==> config.mk <==
export PLATFORM = sky130hd
export DESIGN_NAME = dee_access_ctrl
export DESIGN_NICKNAME = d
export VERILOG_FILES = /design/src/rtl/dee_pkg.sv /design/src/rtl/dee_arr_if.sv /design/src/rtl/dee_access_ctrl.sv /design/src/rtl/dee_cell_array.sv
export SDC_FILE = /design/constraint.sdc
export NUM_CORES = 1
export LEC_CHECK = 0
export BUFFER_PORTS_ARGS = -buffer_cell sky130_fd_sc_hd__buf_2
export CORE_ASPECT_RATIO = 0.9
export CORE_MARGIN = 10
export CORE_UTILIZATION = 35
export CTS_CLUSTER_SIZE = 24
export DETAILED_ROUTE_END_ITERATION = 6
export RECOVER_POWER = 50
export REMOVE_ABC_BUFFERS = 1
export SLEW_MARGIN = 20
export SYNTH_ARGS = -nofsm -noshare
export SYNTH_HDL_FRONTEND = slang
export SYNTH_SLANG_ARGS = --single-unit
==> constraint.sdc <==
create_clock -name i_sys_clk -period 3 [get_ports i_sys_clk]
set_input_delay 0.3 -clock i_sys_clk [delete_from_list [all_inputs] [get_ports i_sys_clk]]
set_output_delay 0.3 -clock i_sys_clk [all_outputs]
set_load 0.01 [all_outputs]
==> src/rtl/dee_pkg.sv <==
// Shared constants and types of the data EEPROM access controller.
// Assumes a 100 MHz system clock and an 8-bit special function register port.
`default_nettype none

package dee_pkg;

   // ==========================================================
   // Array geometry
   localparam int         ARR_DEPTH     = 128;
   localparam int         ADDR_W        = 7;
   localparam logic [7:0] ERASED_BYTE   = 8'hFF;
   localparam logic [7:0] RESET_BYTE    = 8'h00;

   // ==========================================================
   // Register offsets
   localparam logic [7:0] ADR_IRQ_FLAGS = 8'h0C;
   localparam logic [7:0] ADR_DATA      = 8'h9A;
   localparam logic [7:0] ADR_LOCATION  = 8'h9B;
   localparam logic [7:0] ADR_CONTROL   = 8'h9C;
   localparam logic [7:0] ADR_UNLOCK    = 8'h9D;

   // ==========================================================
   // Field positions
   localparam int         BIT_RD        = 0;
   localparam int         BIT_WR        = 1;
   localparam int         BIT_WALLOW    = 2;
   localparam int         BIT_ABORT     = 3;
   localparam int         BIT_DONE      = 7;

   // ==========================================================
   // Unlock sequence: keys and exact spacing in clock cycles
   localparam logic [7:0] UNLOCK_KEY1   = 8'h55;
   localparam logic [7:0] UNLOCK_KEY2   = 8'hAA;
   localparam logic [1:0] GAP_KEY2      = 2'h2;
   localparam logic [1:0] GAP_START     = 2'h1;

   // ==========================================================
   // Timing
   localparam int         CLK_PERIOD_NS = 10;
   localparam int         PWRT_TIME_MS  = 72;
   localparam int         PWRT_CYCLES   = PWRT_TIME_MS * 1000000 / CLK_PERIOD_NS;
   localparam int         WRITE_TIME_US = 4000;
   localparam int         WRITE_CYCLES  = WRITE_TIME_US * 1000 / CLK_PERIOD_NS;

   // ==========================================================
   // State encodings
   typedef enum logic [1:0] {
      ULK_IDLE = 2'b00,
      ULK_KEY1 = 2'b01,
      ULK_KEY2 = 2'b10
   } dee_ulk_t;

   typedef enum logic [1:0] {
      PH_IDLE  = 2'b00,
      PH_ERASE = 2'b01,
      PH_PROG  = 2'b10
   } dee_phase_t;

endpackage : dee_pkg

`default_nettype wire

==> src/rtl/dee_arr_if.sv <==
// Connection between the register controller and the cell array.
// Assumes both ends run on the same clock.
`default_nettype none

interface dee_arr_if #(parameter int AW = 7);
   logic          start;
   logic          abort;
   logic [AW-1:0] wr_addr;
   logic [7:0]    wr_data;
   logic          busy;
   logic          done;
   logic [AW-1:0] rd_addr;
   logic [7:0]    rd_data;
   logic          prog_rd;
   logic          prog_wr;
   logic [AW-1:0] prog_addr;
   logic [7:0]    prog_wdata;
   logic [7:0]    prog_rdata;

   modport ctrl (
      output start, abort, wr_addr, wr_data, rd_addr,
      output prog_rd, prog_wr, prog_addr, prog_wdata,
      input  busy, done, rd_data, prog_rdata
   );

   modport cells (
      input  start, abort, wr_addr, wr_data, rd_addr,
      input  prog_rd, prog_wr, prog_addr, prog_wdata,
      output busy, done, rd_data, prog_rdata
   );
endinterface : dee_arr_if

`default_nettype wire

==> src/rtl/dee_access_ctrl.sv <==
// Register-side controller for the 128-byte data EEPROM.
// Assumes one special function register access per clock, each clock being one
// instruction cycle, and reset event inputs synchronous to the clock.
`default_nettype none

module dee_access_ctrl
   import dee_pkg::*;
#(
   parameter int P_PWRT_CYCLES = PWRT_CYCLES,
   parameter int P_WR_CYCLES   = WRITE_CYCLES
) (
   input  wire logic       i_sys_clk,
   input  wire logic       i_rstn,
   input  wire logic [7:0] i_sfr_addr,
   input  wire logic       i_sfr_we,
   input  wire logic [7:0] i_sfr_wdata,
   input  wire logic       i_sfr_re,
   output logic      [7:0] o_sfr_rdata,
   input  wire logic       i_external_reset_pin_n,
   input  wire logic       i_watchdog_timeout,
   input  wire logic       i_brownout_detect,
   input  wire logic       i_data_protect_fuse_n,
   input  wire logic [6:0] i_prog_addr,
   input  wire logic       i_prog_rd,
   input  wire logic       i_prog_wr,
   input  wire logic [7:0] i_prog_wdata,
   output logic      [7:0] o_prog_rdata,
   output logic            o_write_done_flag,
   output logic            o_write_busy
);

   localparam int PW = $clog2(P_PWRT_CYCLES + 1);
   localparam logic [PW-1:0] PWRT_LOAD = PW'(P_PWRT_CYCLES);

   typedef struct packed {
      logic [7:0]        data;
      logic [ADDR_W-1:0] loc;
      logic              wallow;
      logic              wr;
      logic              rd;
      logic              abort_flag;
      logic              done_flag;
      dee_ulk_t          ulk;
      logic [1:0]        ulk_cnt;
      logic [PW-1:0]     pwrt_cnt;
      logic [7:0]        rdata;
   } dee_ctl_st_t;

   localparam dee_ctl_st_t ST_RESET = '{
      data: RESET_BYTE, loc: '0, wallow: 1'b0, wr: 1'b0, rd: 1'b0,
      abort_flag: 1'b0, done_flag: 1'b0, ulk: ULK_IDLE, ulk_cnt: 2'h0,
      pwrt_cnt: PWRT_LOAD, rdata: RESET_BYTE
   };

   logic [1:0]  rst_sync;
   logic        rst_n;
   dee_ctl_st_t st;
   dee_ctl_st_t next_st;
   logic        wr_go;
   logic        armed;
   logic        reset_evt;
   logic        busy;

   dee_arr_if #(.AW(ADDR_W)) arr ();

   // ==========================================================
   // Reset release
   always_ff @(posedge i_sys_clk or negedge i_rstn) begin
      if (!i_rstn) begin
         rst_sync <= 2'b00;
      end else begin
         rst_sync <= {rst_sync[0], 1'b1};
      end
   end
   assign rst_n = rst_sync[1];

   // ==========================================================
   // Cell array
   dee_cell_array #(
      .WR_CYCLES (P_WR_CYCLES)
   ) u_cells (
      .i_sys_clk (i_sys_clk),
      .i_rstn    (rst_n),
      .arr       (arr.cells)
   );

   assign busy           = arr.busy;
   assign reset_evt      = !i_external_reset_pin_n | i_watchdog_timeout | i_brownout_detect;
   assign arr.start      = wr_go;
   assign arr.abort      = reset_evt;
   assign arr.wr_addr    = st.loc;
   assign arr.wr_data    = st.data;
   assign arr.rd_addr    = st.loc;
   // Programmer port is gated off entirely while data protection is set
   assign arr.prog_rd    = i_prog_rd & i_data_protect_fuse_n;
   assign arr.prog_wr    = i_prog_wr & i_data_protect_fuse_n;
   assign arr.prog_addr  = i_prog_addr;
   assign arr.prog_wdata = i_prog_wdata;

   // ==========================================================
   // Register file, unlock sequencer and strobes
   always_comb begin
      next_st = st;
      wr_go   = 1'b0;
      armed   = 1'b0;

      if (st.pwrt_cnt != '0) begin
         next_st.pwrt_cnt = st.pwrt_cnt - 1'b1;
      end
      if (st.ulk_cnt != 2'h3) begin
         next_st.ulk_cnt = st.ulk_cnt + 1'b1;
      end

      // Any stray register write inside the sequence breaks it
      unique case (st.ulk)
         ULK_IDLE: begin
            if (i_sfr_we && i_sfr_addr == ADR_UNLOCK && i_sfr_wdata == UNLOCK_KEY1) begin
               next_st.ulk     = ULK_KEY1;
               next_st.ulk_cnt = 2'h1;
            end
         end
         ULK_KEY1: begin
            if (st.ulk_cnt == GAP_KEY2 && i_sfr_we && i_sfr_addr == ADR_UNLOCK
                && i_sfr_wdata == UNLOCK_KEY2) begin
               next_st.ulk     = ULK_KEY2;
               next_st.ulk_cnt = 2'h1;
            end else if (i_sfr_we || st.ulk_cnt >= GAP_KEY2) begin
               next_st.ulk = ULK_IDLE;
            end
         end
         ULK_KEY2: begin
            armed = (st.ulk_cnt == GAP_START);
            if (i_sfr_we || st.ulk_cnt >= GAP_START) begin
               next_st.ulk = ULK_IDLE;
            end
         end
         default: begin
            next_st.ulk = ULK_IDLE;
         end
      endcase
      if (busy || st.wr) begin
         next_st.ulk = ULK_IDLE;
         armed       = 1'b0;
      end

      if (i_sfr_we) begin
         unique case (i_sfr_addr)
            ADR_DATA: begin
               if (!busy) begin
                  next_st.data = i_sfr_wdata;
               end
            end
            ADR_LOCATION: begin
               if (!busy) begin
                  next_st.loc = i_sfr_wdata[ADDR_W-1:0];
               end
            end
            ADR_CONTROL: begin
               next_st.wallow     = i_sfr_wdata[BIT_WALLOW];
               next_st.abort_flag = i_sfr_wdata[BIT_ABORT];
               if (i_sfr_wdata[BIT_RD] && !busy) begin
                  next_st.rd = 1'b1;
               end
               // Write-allow is taken as it stood before this write
               if (i_sfr_wdata[BIT_WR] && armed && st.wallow && !busy
                   && st.pwrt_cnt == '0) begin
                  next_st.wr = 1'b1;
                  wr_go      = 1'b1;
               end
            end
            ADR_IRQ_FLAGS: begin
               next_st.done_flag = i_sfr_wdata[BIT_DONE];
            end
            default: begin
               next_st = next_st;
            end
         endcase
      end

      if (st.rd) begin
         next_st.data = arr.rd_data;
         next_st.rd   = 1'b0;
      end
      if (arr.done) begin
         next_st.wr        = 1'b0;
         next_st.done_flag = 1'b1;
      end

      if (i_sfr_re) begin
         unique case (i_sfr_addr)
            ADR_IRQ_FLAGS: next_st.rdata = {st.done_flag, 7'h00};
            ADR_DATA:      next_st.rdata = st.data;
            ADR_LOCATION:  next_st.rdata = {1'b0, st.loc};
            ADR_CONTROL:   next_st.rdata = {4'h0, st.abort_flag, st.wallow, st.wr, st.rd};
            default:       next_st.rdata = 8'h00;
         endcase
      end

      // Reset events clear the block like a reset; the abort flag, power-up count and read data survive
      if (reset_evt) begin
         next_st            = ST_RESET;
         next_st.pwrt_cnt   = st.pwrt_cnt;
         next_st.rdata      = st.rdata;
         next_st.abort_flag = st.abort_flag | busy;
         wr_go              = 1'b0;
      end
   end

   always_ff @(posedge i_sys_clk or negedge rst_n) begin
      if (!rst_n) begin
         st <= ST_RESET;
      end else begin
         st <= next_st;
      end
   end

   // ==========================================================
   // Outputs
   assign o_sfr_rdata       = st.rdata;
   assign o_prog_rdata      = i_data_protect_fuse_n ? arr.prog_rdata : 8'h00;
   assign o_write_done_flag = st.done_flag;
   assign o_write_busy      = st.wr;

endmodule : dee_access_ctrl

`default_nettype wire

==> src/rtl/dee_cell_array.sv <==
// Byte-wide nonvolatile cell array with timed erase-then-program writes.
// Assumes a synchronised active-low reset and one start pulse per write.
`default_nettype none

module dee_cell_array
   import dee_pkg::*;
#(
   parameter int WR_CYCLES = WRITE_CYCLES
) (
   input  wire logic i_sys_clk,
   input  wire logic i_rstn,
   dee_arr_if.cells  arr
);

   localparam int CW = $clog2(WR_CYCLES + 1);
   localparam int HALF = (WR_CYCLES / 2 > 0) ? WR_CYCLES / 2 : 1;
   localparam logic [CW-1:0] ERASE_CNT = CW'(HALF - 1);
   localparam logic [CW-1:0] PROG_CNT  = CW'((WR_CYCLES > HALF) ? WR_CYCLES - HALF - 1 : 0);

   typedef struct packed {
      dee_phase_t        phase;
      logic [ADDR_W-1:0] addr;
      logic [7:0]        data;
      logic [CW-1:0]     cnt;
      logic              done;
      logic [7:0]        prog_q;
   } dee_cell_st_t;

   // Cells keep their contents across resets, so the array has no reset
   logic [7:0]   mem [ARR_DEPTH];
   dee_cell_st_t st;
   dee_cell_st_t next_st;

   // ==========================================================
   // Erase and program sequencer
   always_comb begin
      next_st = st;
      next_st.done = 1'b0;
      if (arr.prog_rd) begin
         next_st.prog_q = mem[arr.prog_addr];
      end
      unique case (st.phase)
         PH_IDLE: begin
            if (arr.start) begin
               next_st.phase = PH_ERASE;
               next_st.addr  = arr.wr_addr;
               next_st.data  = arr.wr_data;
               next_st.cnt   = ERASE_CNT;
            end
         end
         PH_ERASE: begin
            if (st.cnt == '0) begin
               next_st.phase = PH_PROG;
               next_st.cnt   = PROG_CNT;
            end else begin
               next_st.cnt = st.cnt - 1'b1;
            end
         end
         PH_PROG: begin
            if (st.cnt == '0) begin
               next_st.phase = PH_IDLE;
               next_st.done  = 1'b1;
            end else begin
               next_st.cnt = st.cnt - 1'b1;
            end
         end
         default: begin
            next_st.phase = PH_IDLE;
         end
      endcase
      if (arr.abort) begin
         next_st.phase = PH_IDLE;
         next_st.done  = 1'b0;
      end
   end

   always_ff @(posedge i_sys_clk or negedge i_rstn) begin
      if (!i_rstn) begin
         st <= '{phase: PH_IDLE, addr: '0, data: RESET_BYTE, cnt: '0, done: 1'b0,
                 prog_q: RESET_BYTE};
      end else begin
         st <= next_st;
      end
   end

   // ==========================================================
   // Cell writes
   always_ff @(posedge i_sys_clk) begin
      if (st.phase == PH_ERASE && !arr.abort) begin
         mem[st.addr] <= ERASED_BYTE;
      end else if (st.phase == PH_PROG && st.cnt == '0 && !arr.abort) begin
         mem[st.addr] <= st.data;
      end else if (st.phase == PH_IDLE && !arr.start && arr.prog_wr) begin
         mem[arr.prog_addr] <= arr.prog_wdata;
      end
   end

   assign arr.busy       = (st.phase != PH_IDLE);
   assign arr.done       = st.done;
   assign arr.rd_data    = mem[arr.rd_addr];
   assign arr.prog_rdata = st.prog_q;

endmodule : dee_cell_array

`default_nettype wire

## After elaboration in Yosys (flattened, before gate mapping)

Memories as Yosys holds them, arrays and structs flattened. A register that Yosys moved wholly into a read port is not among the register bits.
Index checks and enable logic that the tools add are counted.

| cells by class | value |
|---|---|
| add/sub/neg operators | 3 |
| magnitude comparators | 2 |
| eq/ne operators | 21 |
| mux-type cells | 57 |
| bitwise gates (word level) | 7 |
| reductions and logical operators | 52 |

Operators by type and width:

| operator | number |
|---|---|
| 2-to-1 mux 55 bit | 2 |
| one-hot mux 19 bit (3 select lines) | 1 |
| 2-to-1 mux 8 bit | 7 |
| == test 8 bit (second input constant) | 5 |
| 2-to-1 mux 19 bit | 2 |
| 2-to-1 mux 36 bit | 1 |
| one-hot mux 8 bit (4 select lines) | 1 |
| nonzero test 3 bit | 9 |
| 2-to-1 mux 1 bit | 25 |
| logical NOT 23 bit | 1 |
| 2-to-1 mux 23 bit | 1 |
| nonzero test 23 bit | 1 |
| subtractor 23 x 1 -> 23 bit (second input constant) | 1 |
| 2-to-1 mux 7 bit | 3 |
| logical NOT 19 bit | 1 |
| subtractor 19 x 1 -> 19 bit (second input constant) | 1 |
| 2-to-1 mux 2 bit | 9 |
| AND reduction 3 bit | 6 |
| logical AND 1 bit | 15 |
| one-hot mux 2 bit (3 select lines) | 2 |
| inequality test 3 x 2 -> 1 bit (second input constant) | 3 |
| == test 8 x 4 -> 1 bit (second input constant) | 1 |
| == test 8 x 7 -> 1 bit (second input constant) | 1 |
| 2-to-1 mux 4 bit | 2 |
| 18 further kinds | 41 |

| storage, ports and cells | value |
|---|---|
| bits in registers | 94 |
| RAM bits | 1024 |
| input bits | 41 |
| output and inout bits | 18 |
| word-level logic and storage cells | 160 |
| memories kept | 1 |

Memories:

| name | depth | bits a word | rd ports | clocked after Yosys merged registers in | wr ports | line | RTL |
|---|---|---|---|---|---|---|---|
| u_cells.mem | 128 | 8 | 2 | 1 | 1 | dee_cell_array.sv:30 | `logic [7:0] mem [ARR_DEPTH];` |

## Logic depth before layout (Yosys ltp)

| logic depth | value |
|---|---|
| depth after elaboration | 20 |
| mapped depth | 12 |
| depth with buffers taken out | 8 |

## Cells and area by module

A second synthesis with hierarchy kept.

| second synthesis, totals | value |
|---|---|
| cells, all modules | 3245 |
| area, all modules | 53395.0 um2 |

Modules (own cells, without submodules):

| module | instances | cells each | area each (um2) | sequential area each (um2) |
|---|---|---|---|---|
| dee_cell_array | 1 | 2953 | 50399.6 | 31875.6 |
| dee_access_ctrl | 1 | 292 | 2995.4 | 1440.1 |

## Least setup slack after synthesis

Ideal clock, no wire load.

| path | value |
|---|---|
| path type | register to register |
| from | reg u_cells.st[43] in the netlist's numbering |
| to | mem u_cells.mem[0][0], data pin |
| library setup time | 0.526 ns |
| arrival time | 3.761 ns |
| data required time | 2.474 ns |
| path slack | -1.287 ns |
| stages on the path, launching flop included | 10 |
| path buffers | 2 |
| period minus slack after synthesis | 4.287 ns |
| cell sequence | dfrtp_1 > inv_1 > ha_1 > buf_2 > nor2b_1 > nand3_1 > or4_1 > buf_2 > a21oi_1 > o22a_1 |

| between the ends | value |
|---|---|
| cells in the longest elaborated chain, start to end | 20 |
| elaborated cells on any way between the ends | 31 |
| those cells by class | eq/ne (2); mux (14); reduce/logical (15) |

Ends and longest elaborated chain:

| what | line | RTL |
|---|---|---|
| start: declaration | dee_cell_array.sv:31 | `dee_cell_st_t st;` |
| start signal: assignment | dee_cell_array.sv:79 | `st <= '{phase: PH_IDLE, addr: '0, data: RESET_BYTE, cnt: '0, done: 1'b0,` |
| start signal: assignment | dee_cell_array.sv:82 | `st <= next_st;` |
| nonzero test 2 bit | dee_cell_array.sv:98 | `assign arr.busy = (st.phase != PH_IDLE);` |
| logical OR 1 bit | dee_access_ctrl.sv:141 | `if (busy \|\| st.wr) begin` |
| 2-to-1 mux 1 bit | dee_access_ctrl.sv:141 |  |
| logical AND 1 bit (3 in series) | dee_access_ctrl.sv:165 | `if (i_sfr_wdata[BIT_WR] && armed && st.wallow && !busy` |
| logical AND 1 bit | dee_access_ctrl.sv:166 | `&& st.pwrt_cnt == '0) begin` |
| 2-to-1 mux 1 bit | dee_access_ctrl.sv:165 |  |
| 2-to-1 mux 1 bit | dee_access_ctrl.sv:147 | `unique case (i_sfr_addr)` |
| 2-to-1 mux 1 bit | dee_access_ctrl.sv:146 | `if (i_sfr_we) begin` |
| 2-to-1 mux 1 bit | dee_access_ctrl.sv:200 | `if (reset_evt) begin` |
| logical NOT 1 bit | dee_cell_array.sv:93 | `end else if (st.phase == PH_IDLE && !arr.start && arr.prog_wr) begin` |
| logical AND 1 bit (2 in series) | dee_cell_array.sv:93 |  |
| 2-to-1 mux 1 bit | dee_cell_array.sv:93 |  |
| 2-to-1 mux 1 bit | dee_cell_array.sv:91 | `end else if (st.phase == PH_PROG && st.cnt == '0 && !arr.abort) begin` |
| 2-to-1 mux 1 bit | dee_cell_array.sv:89 | `if (st.phase == PH_ERASE && !arr.abort) begin` |
| 2-to-1 mux 1 bit (not written as such) | dee_cell_array.sv:94 | `mem[arr.prog_addr] <= arr.prog_wdata;` |
| OR reduction 8 bit (no line) | -- |  |
| 2-to-1 mux 8 bit (no line) * | -- |  |
| end: declaration | dee_cell_array.sv:30 |  |

Every way passes the cells marked *; elsewhere a longest branch is shown, timed or not.

## Final worst setup path

| path | value |
|---|---|
| from | reg st (netlist bit arr.rd_addr[1]) |
| to | reg st (netlist bit arr.wr_data[7]) |

| between the ends | value |
|---|---|
| cells in the longest elaborated chain, start to end | 3 |

Ends and longest elaborated chain:

| what | line | RTL |
|---|---|---|
| start: declaration | dee_access_ctrl.sv:57 | `dee_ctl_st_t st;` |
| start signal: assignment | dee_access_ctrl.sv:213 | `st <= next_st;` |
| memory (128 x 8 bit) | -- |  |
| 2-to-1 mux 8 bit | dee_access_ctrl.sv:180 | `if (st.rd) begin` |
| 2-to-1 mux 55 bit | dee_access_ctrl.sv:200 |  |

No other way between the ends.
A chain may end at the register's enable or synchronous reset.

==> metrics.txt <==
# TYPE chip_impl_metric gauge
chip_impl_metric{name="die_height",unit="um"} 392
chip_impl_info{name="root_buffer_cell",value="sky130_fd_sc_hd__clkbuf_16"} 1
chip_impl_metric{name="yosys.area_share.simple",unit="%"} 6.14
chip_impl_info{name="worstHoldPathType",value="in2reg"} 1
chip_impl_info{name="ys_top_cells_by_area",value="sky130_fd_sc_hd__edfxtp_1 57%, sky130_fd_sc_hd__mux4_2 18%, sky130_fd_sc_hd__dfrtp_1 4.2%"} 1
chip_impl_info{name="library_cell_with_the_largest_summed_area_after_synthesis",value="sky130_fd_sc_hd__edfxtp_1"} 1
chip_impl_metric{name="post_drt_via_cell_ratio",unit=""} 6.12
chip_impl_metric{name="initial_core_util",unit="%"} 35.2
chip_impl_metric{name="synth_xor_xnor_area_share",unit="%"} 0.309
chip_impl_metric{name="dr_wl_met2",unit="mm"} 80.5
chip_impl_metric{name="port_buffers",unit=""} 58
chip_impl_metric{name="setup_viol",unit=""} 1558
chip_impl_metric{name="synth_area_in_compound_gates",unit="%"} 6.64
chip_impl_metric{name="synth.lib_cells_used.distinct",unit=""} 88
chip_impl_metric{name="slew_headroom",unit="%"} -46.2
chip_impl_info{name="dominantRegCellSynth",value="sky130_fd_sc_hd__edfxtp_1"} 1
chip_impl_info{name="layout.cells.most_common_list",value="1024 x sky130_fd_sc_hd__edfxtp_1, 438 x sky130_fd_sc_hd__buf_4, 430 x sky130_fd_sc_hd__mux4_2"} 1
chip_impl_metric{name="inserted_clock_buffers",unit=""} 119
chip_impl_metric{name="post_synth_edffs",unit=""} 1024
chip_impl_metric{name="p_leak",unit="nW"} 22.8
chip_impl_info{name="path_class",value="reg2reg"} 1
chip_impl_metric{name="route.detailed.drc",unit=""} 0
chip_impl_metric{name="rows",unit=""} 136
chip_impl_metric{name="pwr_density_cell",unit="nW/um^2"} 522
chip_impl_metric{name="clock_sink_count",unit=""} 1126
chip_impl_metric{name="pin_count",unit=""} 59
chip_impl_metric{name="proportion_of_netlist_area_held_by_the_largest_area_contributor",unit="%"} 57.0
chip_impl_info{name="worst_r2r_startpoint",value="arr.rd_addr[1]"} 1
chip_impl_metric{name="layoutNonFillerInstCount",unit=""} 5925
chip_impl_metric{name="design.core.area",unit="um^2"} 153000
chip_impl_metric{name="path_max_fanout",unit=""} 10
chip_impl_metric{name="floorplan_die_area",unit="um^2"} 170000
chip_impl_metric{name="synth_seq_cells",unit=""} 1126
chip_impl_info{name="synth_top_family_by_area",value="multiplexers"} 1
chip_impl_metric{name="place_hpwl",unit="mm"} 133
chip_impl_metric{name="post_synthesis_adder_cell_area_fraction",unit="%"} 0.162
chip_impl_metric{name="wl_per_cell",unit="um"} 31.2
chip_impl_metric{name="detail_route.wirelength.met1",unit="mm"} 74.7
chip_impl_metric{name="globalRouteTotalUtil",unit="%"} 21.2
chip_impl_metric{name="total_power",unit="W"} 0.0347
chip_impl_metric{name="antenna_found_initial",unit=""} 7
chip_impl_metric{name="yosysSeqAreaShare",unit="%"} 61.8
chip_impl_metric{name="dr_wl_met3",unit="mm"} 22.5
chip_impl_metric{name="vdd_ir_drop_max",unit="uV"} 545
chip_impl_metric{name="fraction_of_the_cycle_the_final_worst_path_needs",unit="%"} 107
chip_impl_metric{name="fin_skew",unit="ns"} 0.0575
chip_impl_metric{name="ctsLongestPathBuffers",unit=""} 3
chip_impl_metric{name="postSynthCellCount",unit=""} 3269
chip_impl_metric{name="timing_max_transition_violations_final",unit=""} 52
chip_impl_metric{name="hold_violation_total_from_the_final_report",unit=""} 0
chip_impl_info{name="hold_start",value="i_prog_wdata[3]"} 1
chip_impl_info{name="failing_checks",value="max-capacitance violations, max-slew violations, negative setup slack"} 1
chip_impl_info{name="worst_setup_path_start_kind",value="flip-flop"} 1
chip_impl_metric{name="grt_pass1_wl",unit="mm"} 263
chip_impl_metric{name="number_of_global_route_vias_before_repair",unit=""} 35500
chip_impl_metric{name="drt_iter0_drc",unit=""} 4613
chip_impl_metric{name="numPlacedInstances",unit=""} 5676
chip_impl_metric{name="route.vias.total",unit=""} 36300
chip_impl_metric{name="cts_htree_levels",unit=""} 3
chip_impl_metric{name="final_min_period",unit="ns"} 3.20
chip_impl_metric{name="ant_nets",unit=""} 0
chip_impl_info{name="run_status",value="finished, violations left"} 1
chip_impl_metric{name="synth_mux_area_share",unit="%"} 22.6
chip_impl_metric{name="area_growth",unit="%"} 23.3
chip_impl_info{name="top_layer",value="met5"} 1
chip_impl_metric{name="nNetsFinal",unit=""} 3865
chip_impl_metric{name="total_congestion_overflow_after_global_routing",unit=""} 0
chip_impl_metric{name="cts.clk_slew.worst_paths",unit="ns"} 0.06
chip_impl_info{name="worst_setup_path_startpoint",value="arr.rd_addr[1]"} 1
chip_impl_metric{name="critical_path_required",unit="ns"} 3.68
chip_impl_metric{name="async_flop_share",unit="%"} 9.06
chip_impl_metric{name="synth.avg_cell_area",unit="um^2"} 16.5
chip_impl_metric{name="final_routed_wirelength_across_all_metal_layers",unit="mm"} 185
chip_impl_metric{name="grt_max_degree",unit=""} 65
chip_impl_metric{name="final_critical_path_setup_slack",unit="ns"} -0.204
chip_impl_metric{name="fin_util",unit="%"} 43.5
chip_impl_metric{name="place.gp.congestion",unit=""} 0.984
chip_impl_metric{name="floorplan.die.width",unit="um"} 434
chip_impl_metric{name="clock.fmax",unit="MHz"} 312
chip_impl_metric{name="drv.max_cap_violation_count",unit=""} 1
chip_impl_metric{name="crit_arrival",unit="ns"} 3.89
chip_impl_metric{name="synthesis.area",unit="um^2"} 53900
chip_impl_info{name="layout.cells.most_common",value="sky130_fd_sc_hd__edfxtp_1"} 1
chip_impl_metric{name="synthesis.yosys.warnings",unit=""} 0
chip_impl_metric{name="final.setup.tns",unit="ns"} -75.28
chip_impl_metric{name="drt_pre_antenna_iters",unit=""} 6
chip_impl_metric{name="post_route_cells_drive_above_1_share",unit="%"} 36.7
chip_impl_info{name="setup.worst_path.end_class",value="flip-flop"} 1
chip_impl_metric{name="worst_slew_pin_slew",unit="ns"} 2.19
chip_impl_info{name="tritoncts",value="built"} 1
chip_impl_info{name="rsz0062_at_grt",value="yes"} 1
chip_impl_metric{name="clock_latency",unit="ns"} 0.77
[sequential cells by signal, summed over array words and instances, names as in the netlist, 2 cells and up, named ones only]
register	flops
st	8
arr.wr_data	8
u_cells.st	36
u_cells.arr.prog_rdata	8
rst_sync	2
u_cells.mem	1024
arr.rd_addr	7
o_sfr_rdata	8
[report_power, final]
group | internal [W] | total [W] | switching, W
combinational | 0.000781 | 0.00200 | 0.00122
clock | 0.00908 | 0.0154 | 0.00636
sequential | 0.0172 | 0.0173 | 0.0000483
total | 0.0271 | 0.0347 | 0.00762
[critical path: stages, from the launching register on]
cell and delay, ns:
sky130_fd_sc_hd__dfrtp_4 0.56, sky130_fd_sc_hd__or3b_2 0.55, sky130_fd_sc_hd__buf_4 0.25, sky130_fd_sc_hd__o22ai_1 0.14
sky130_fd_sc_hd__a211oi_1 0.10, sky130_fd_sc_hd__buf_4 0.19, sky130_fd_sc_hd__a211oi_1 0.60, sky130_fd_sc_hd__nand4_1 0.35
sky130_fd_sc_hd__buf_4 0.26, sky130_fd_sc_hd__o22ai_1 0.15
[synthesized netlist by cell type (28+ instances only)]
master and count:
sky130_fd_sc_hd__edfxtp_1 1024, sky130_fd_sc_hd__mux4_2 430, sky130_fd_sc_hd__nor2_1 237, sky130_fd_sc_hd__mux2i_1 216
sky130_fd_sc_hd__nand2_1 140, sky130_fd_sc_hd__clkbuf_1 128, sky130_fd_sc_hd__a22oi_1 104, sky130_fd_sc_hd__a21oi_1 93
sky130_fd_sc_hd__dfrtp_1 91, sky130_fd_sc_hd__o22ai_1 80, sky130_fd_sc_hd__nor3_1 71, sky130_fd_sc_hd__buf_2 49
sky130_fd_sc_hd__buf_4 44, sky130_fd_sc_hd__o21ai_0 41, sky130_fd_sc_hd__o221ai_1 33, sky130_fd_sc_hd__a211oi_1 30
sky130_fd_sc_hd__nor4_1 30, sky130_fd_sc_hd__nand3_1 28
[through the flow]
| step | instance area, um^2 | setup slack (ns) | hold slack, ns |
|---|---|---|---|
| global route | 66500 | -0.206 | 0.0238 |
| global placement | 61300 | -0.501 | 0.0861 |
| detailed placement | 61300 | -0.513 | 0.0865 |
| finish | 66500 | -0.204 | 0.0621 |
| CTS | 65900 | -0.166 | 0.00866 |
| floorplan | 52700 | -10.94 | 0.00441 |
[cells by family after synthesis]
family	after synthesis
AO/OA/AOI/OAI	512
XOR/XNOR	19
adder cells (fa/ha/maj)	7
buffers and inverters	266
flip-flops	1126
multiplexers	669
other	1
AND/OR/NAND/NOR	669
[worst paths after layout]
kind / end / slack, ns / cells past startpoint
max in group asynchronous: u_cells.st[11] / 0.75 / 0
worst max register to register: arr.wr_data[7] / -0.20 / 9
worst max-delay path: arr.wr_data[7] / -0.20 / 9
worst min-delay path: u_cells.mem[28][3] / 0.06 / 2
min in group asynchronous: rst_sync[1] / 0.40 / 3
worst min register to register: rst_sync[1] / 0.36 / 0
[timing repair]
action | 4_1_cts | 5_1_grt
hold buffers | 14 | 0
buffers inserted | 6 | 9
endpoints found under the setup margin | 2046 | 2063
endpoints found under the hold margin | 25 | 0
resized for setup | 91 | 138
gates cloned | 1 | 1
pin swaps | 17 | 23
[metal layers]
metal  track usage [%]  vias up
li1                  -    14700
met1              30.1    19000
met2              31.0     2288
met4              7.20        4
met5                 0        -
met3              6.17      334
[area by class of cell]
class | instances | area (um^2)
Antenna cell | 2 | 5.00
Clock buffer | 146 | 3180
Clock inverter | 80 | 912
Fill cell | 13400 | 86500
Inverter | 19 | 71.3
Multi-Input combinational cell | 1877 | 20100
Sequential cell | 1126 | 33300
Tap cell | 2001 | 2500
Timing Repair Buffer | 674 | 6370
Note: power is estimated with default switching activity, not from simulation.
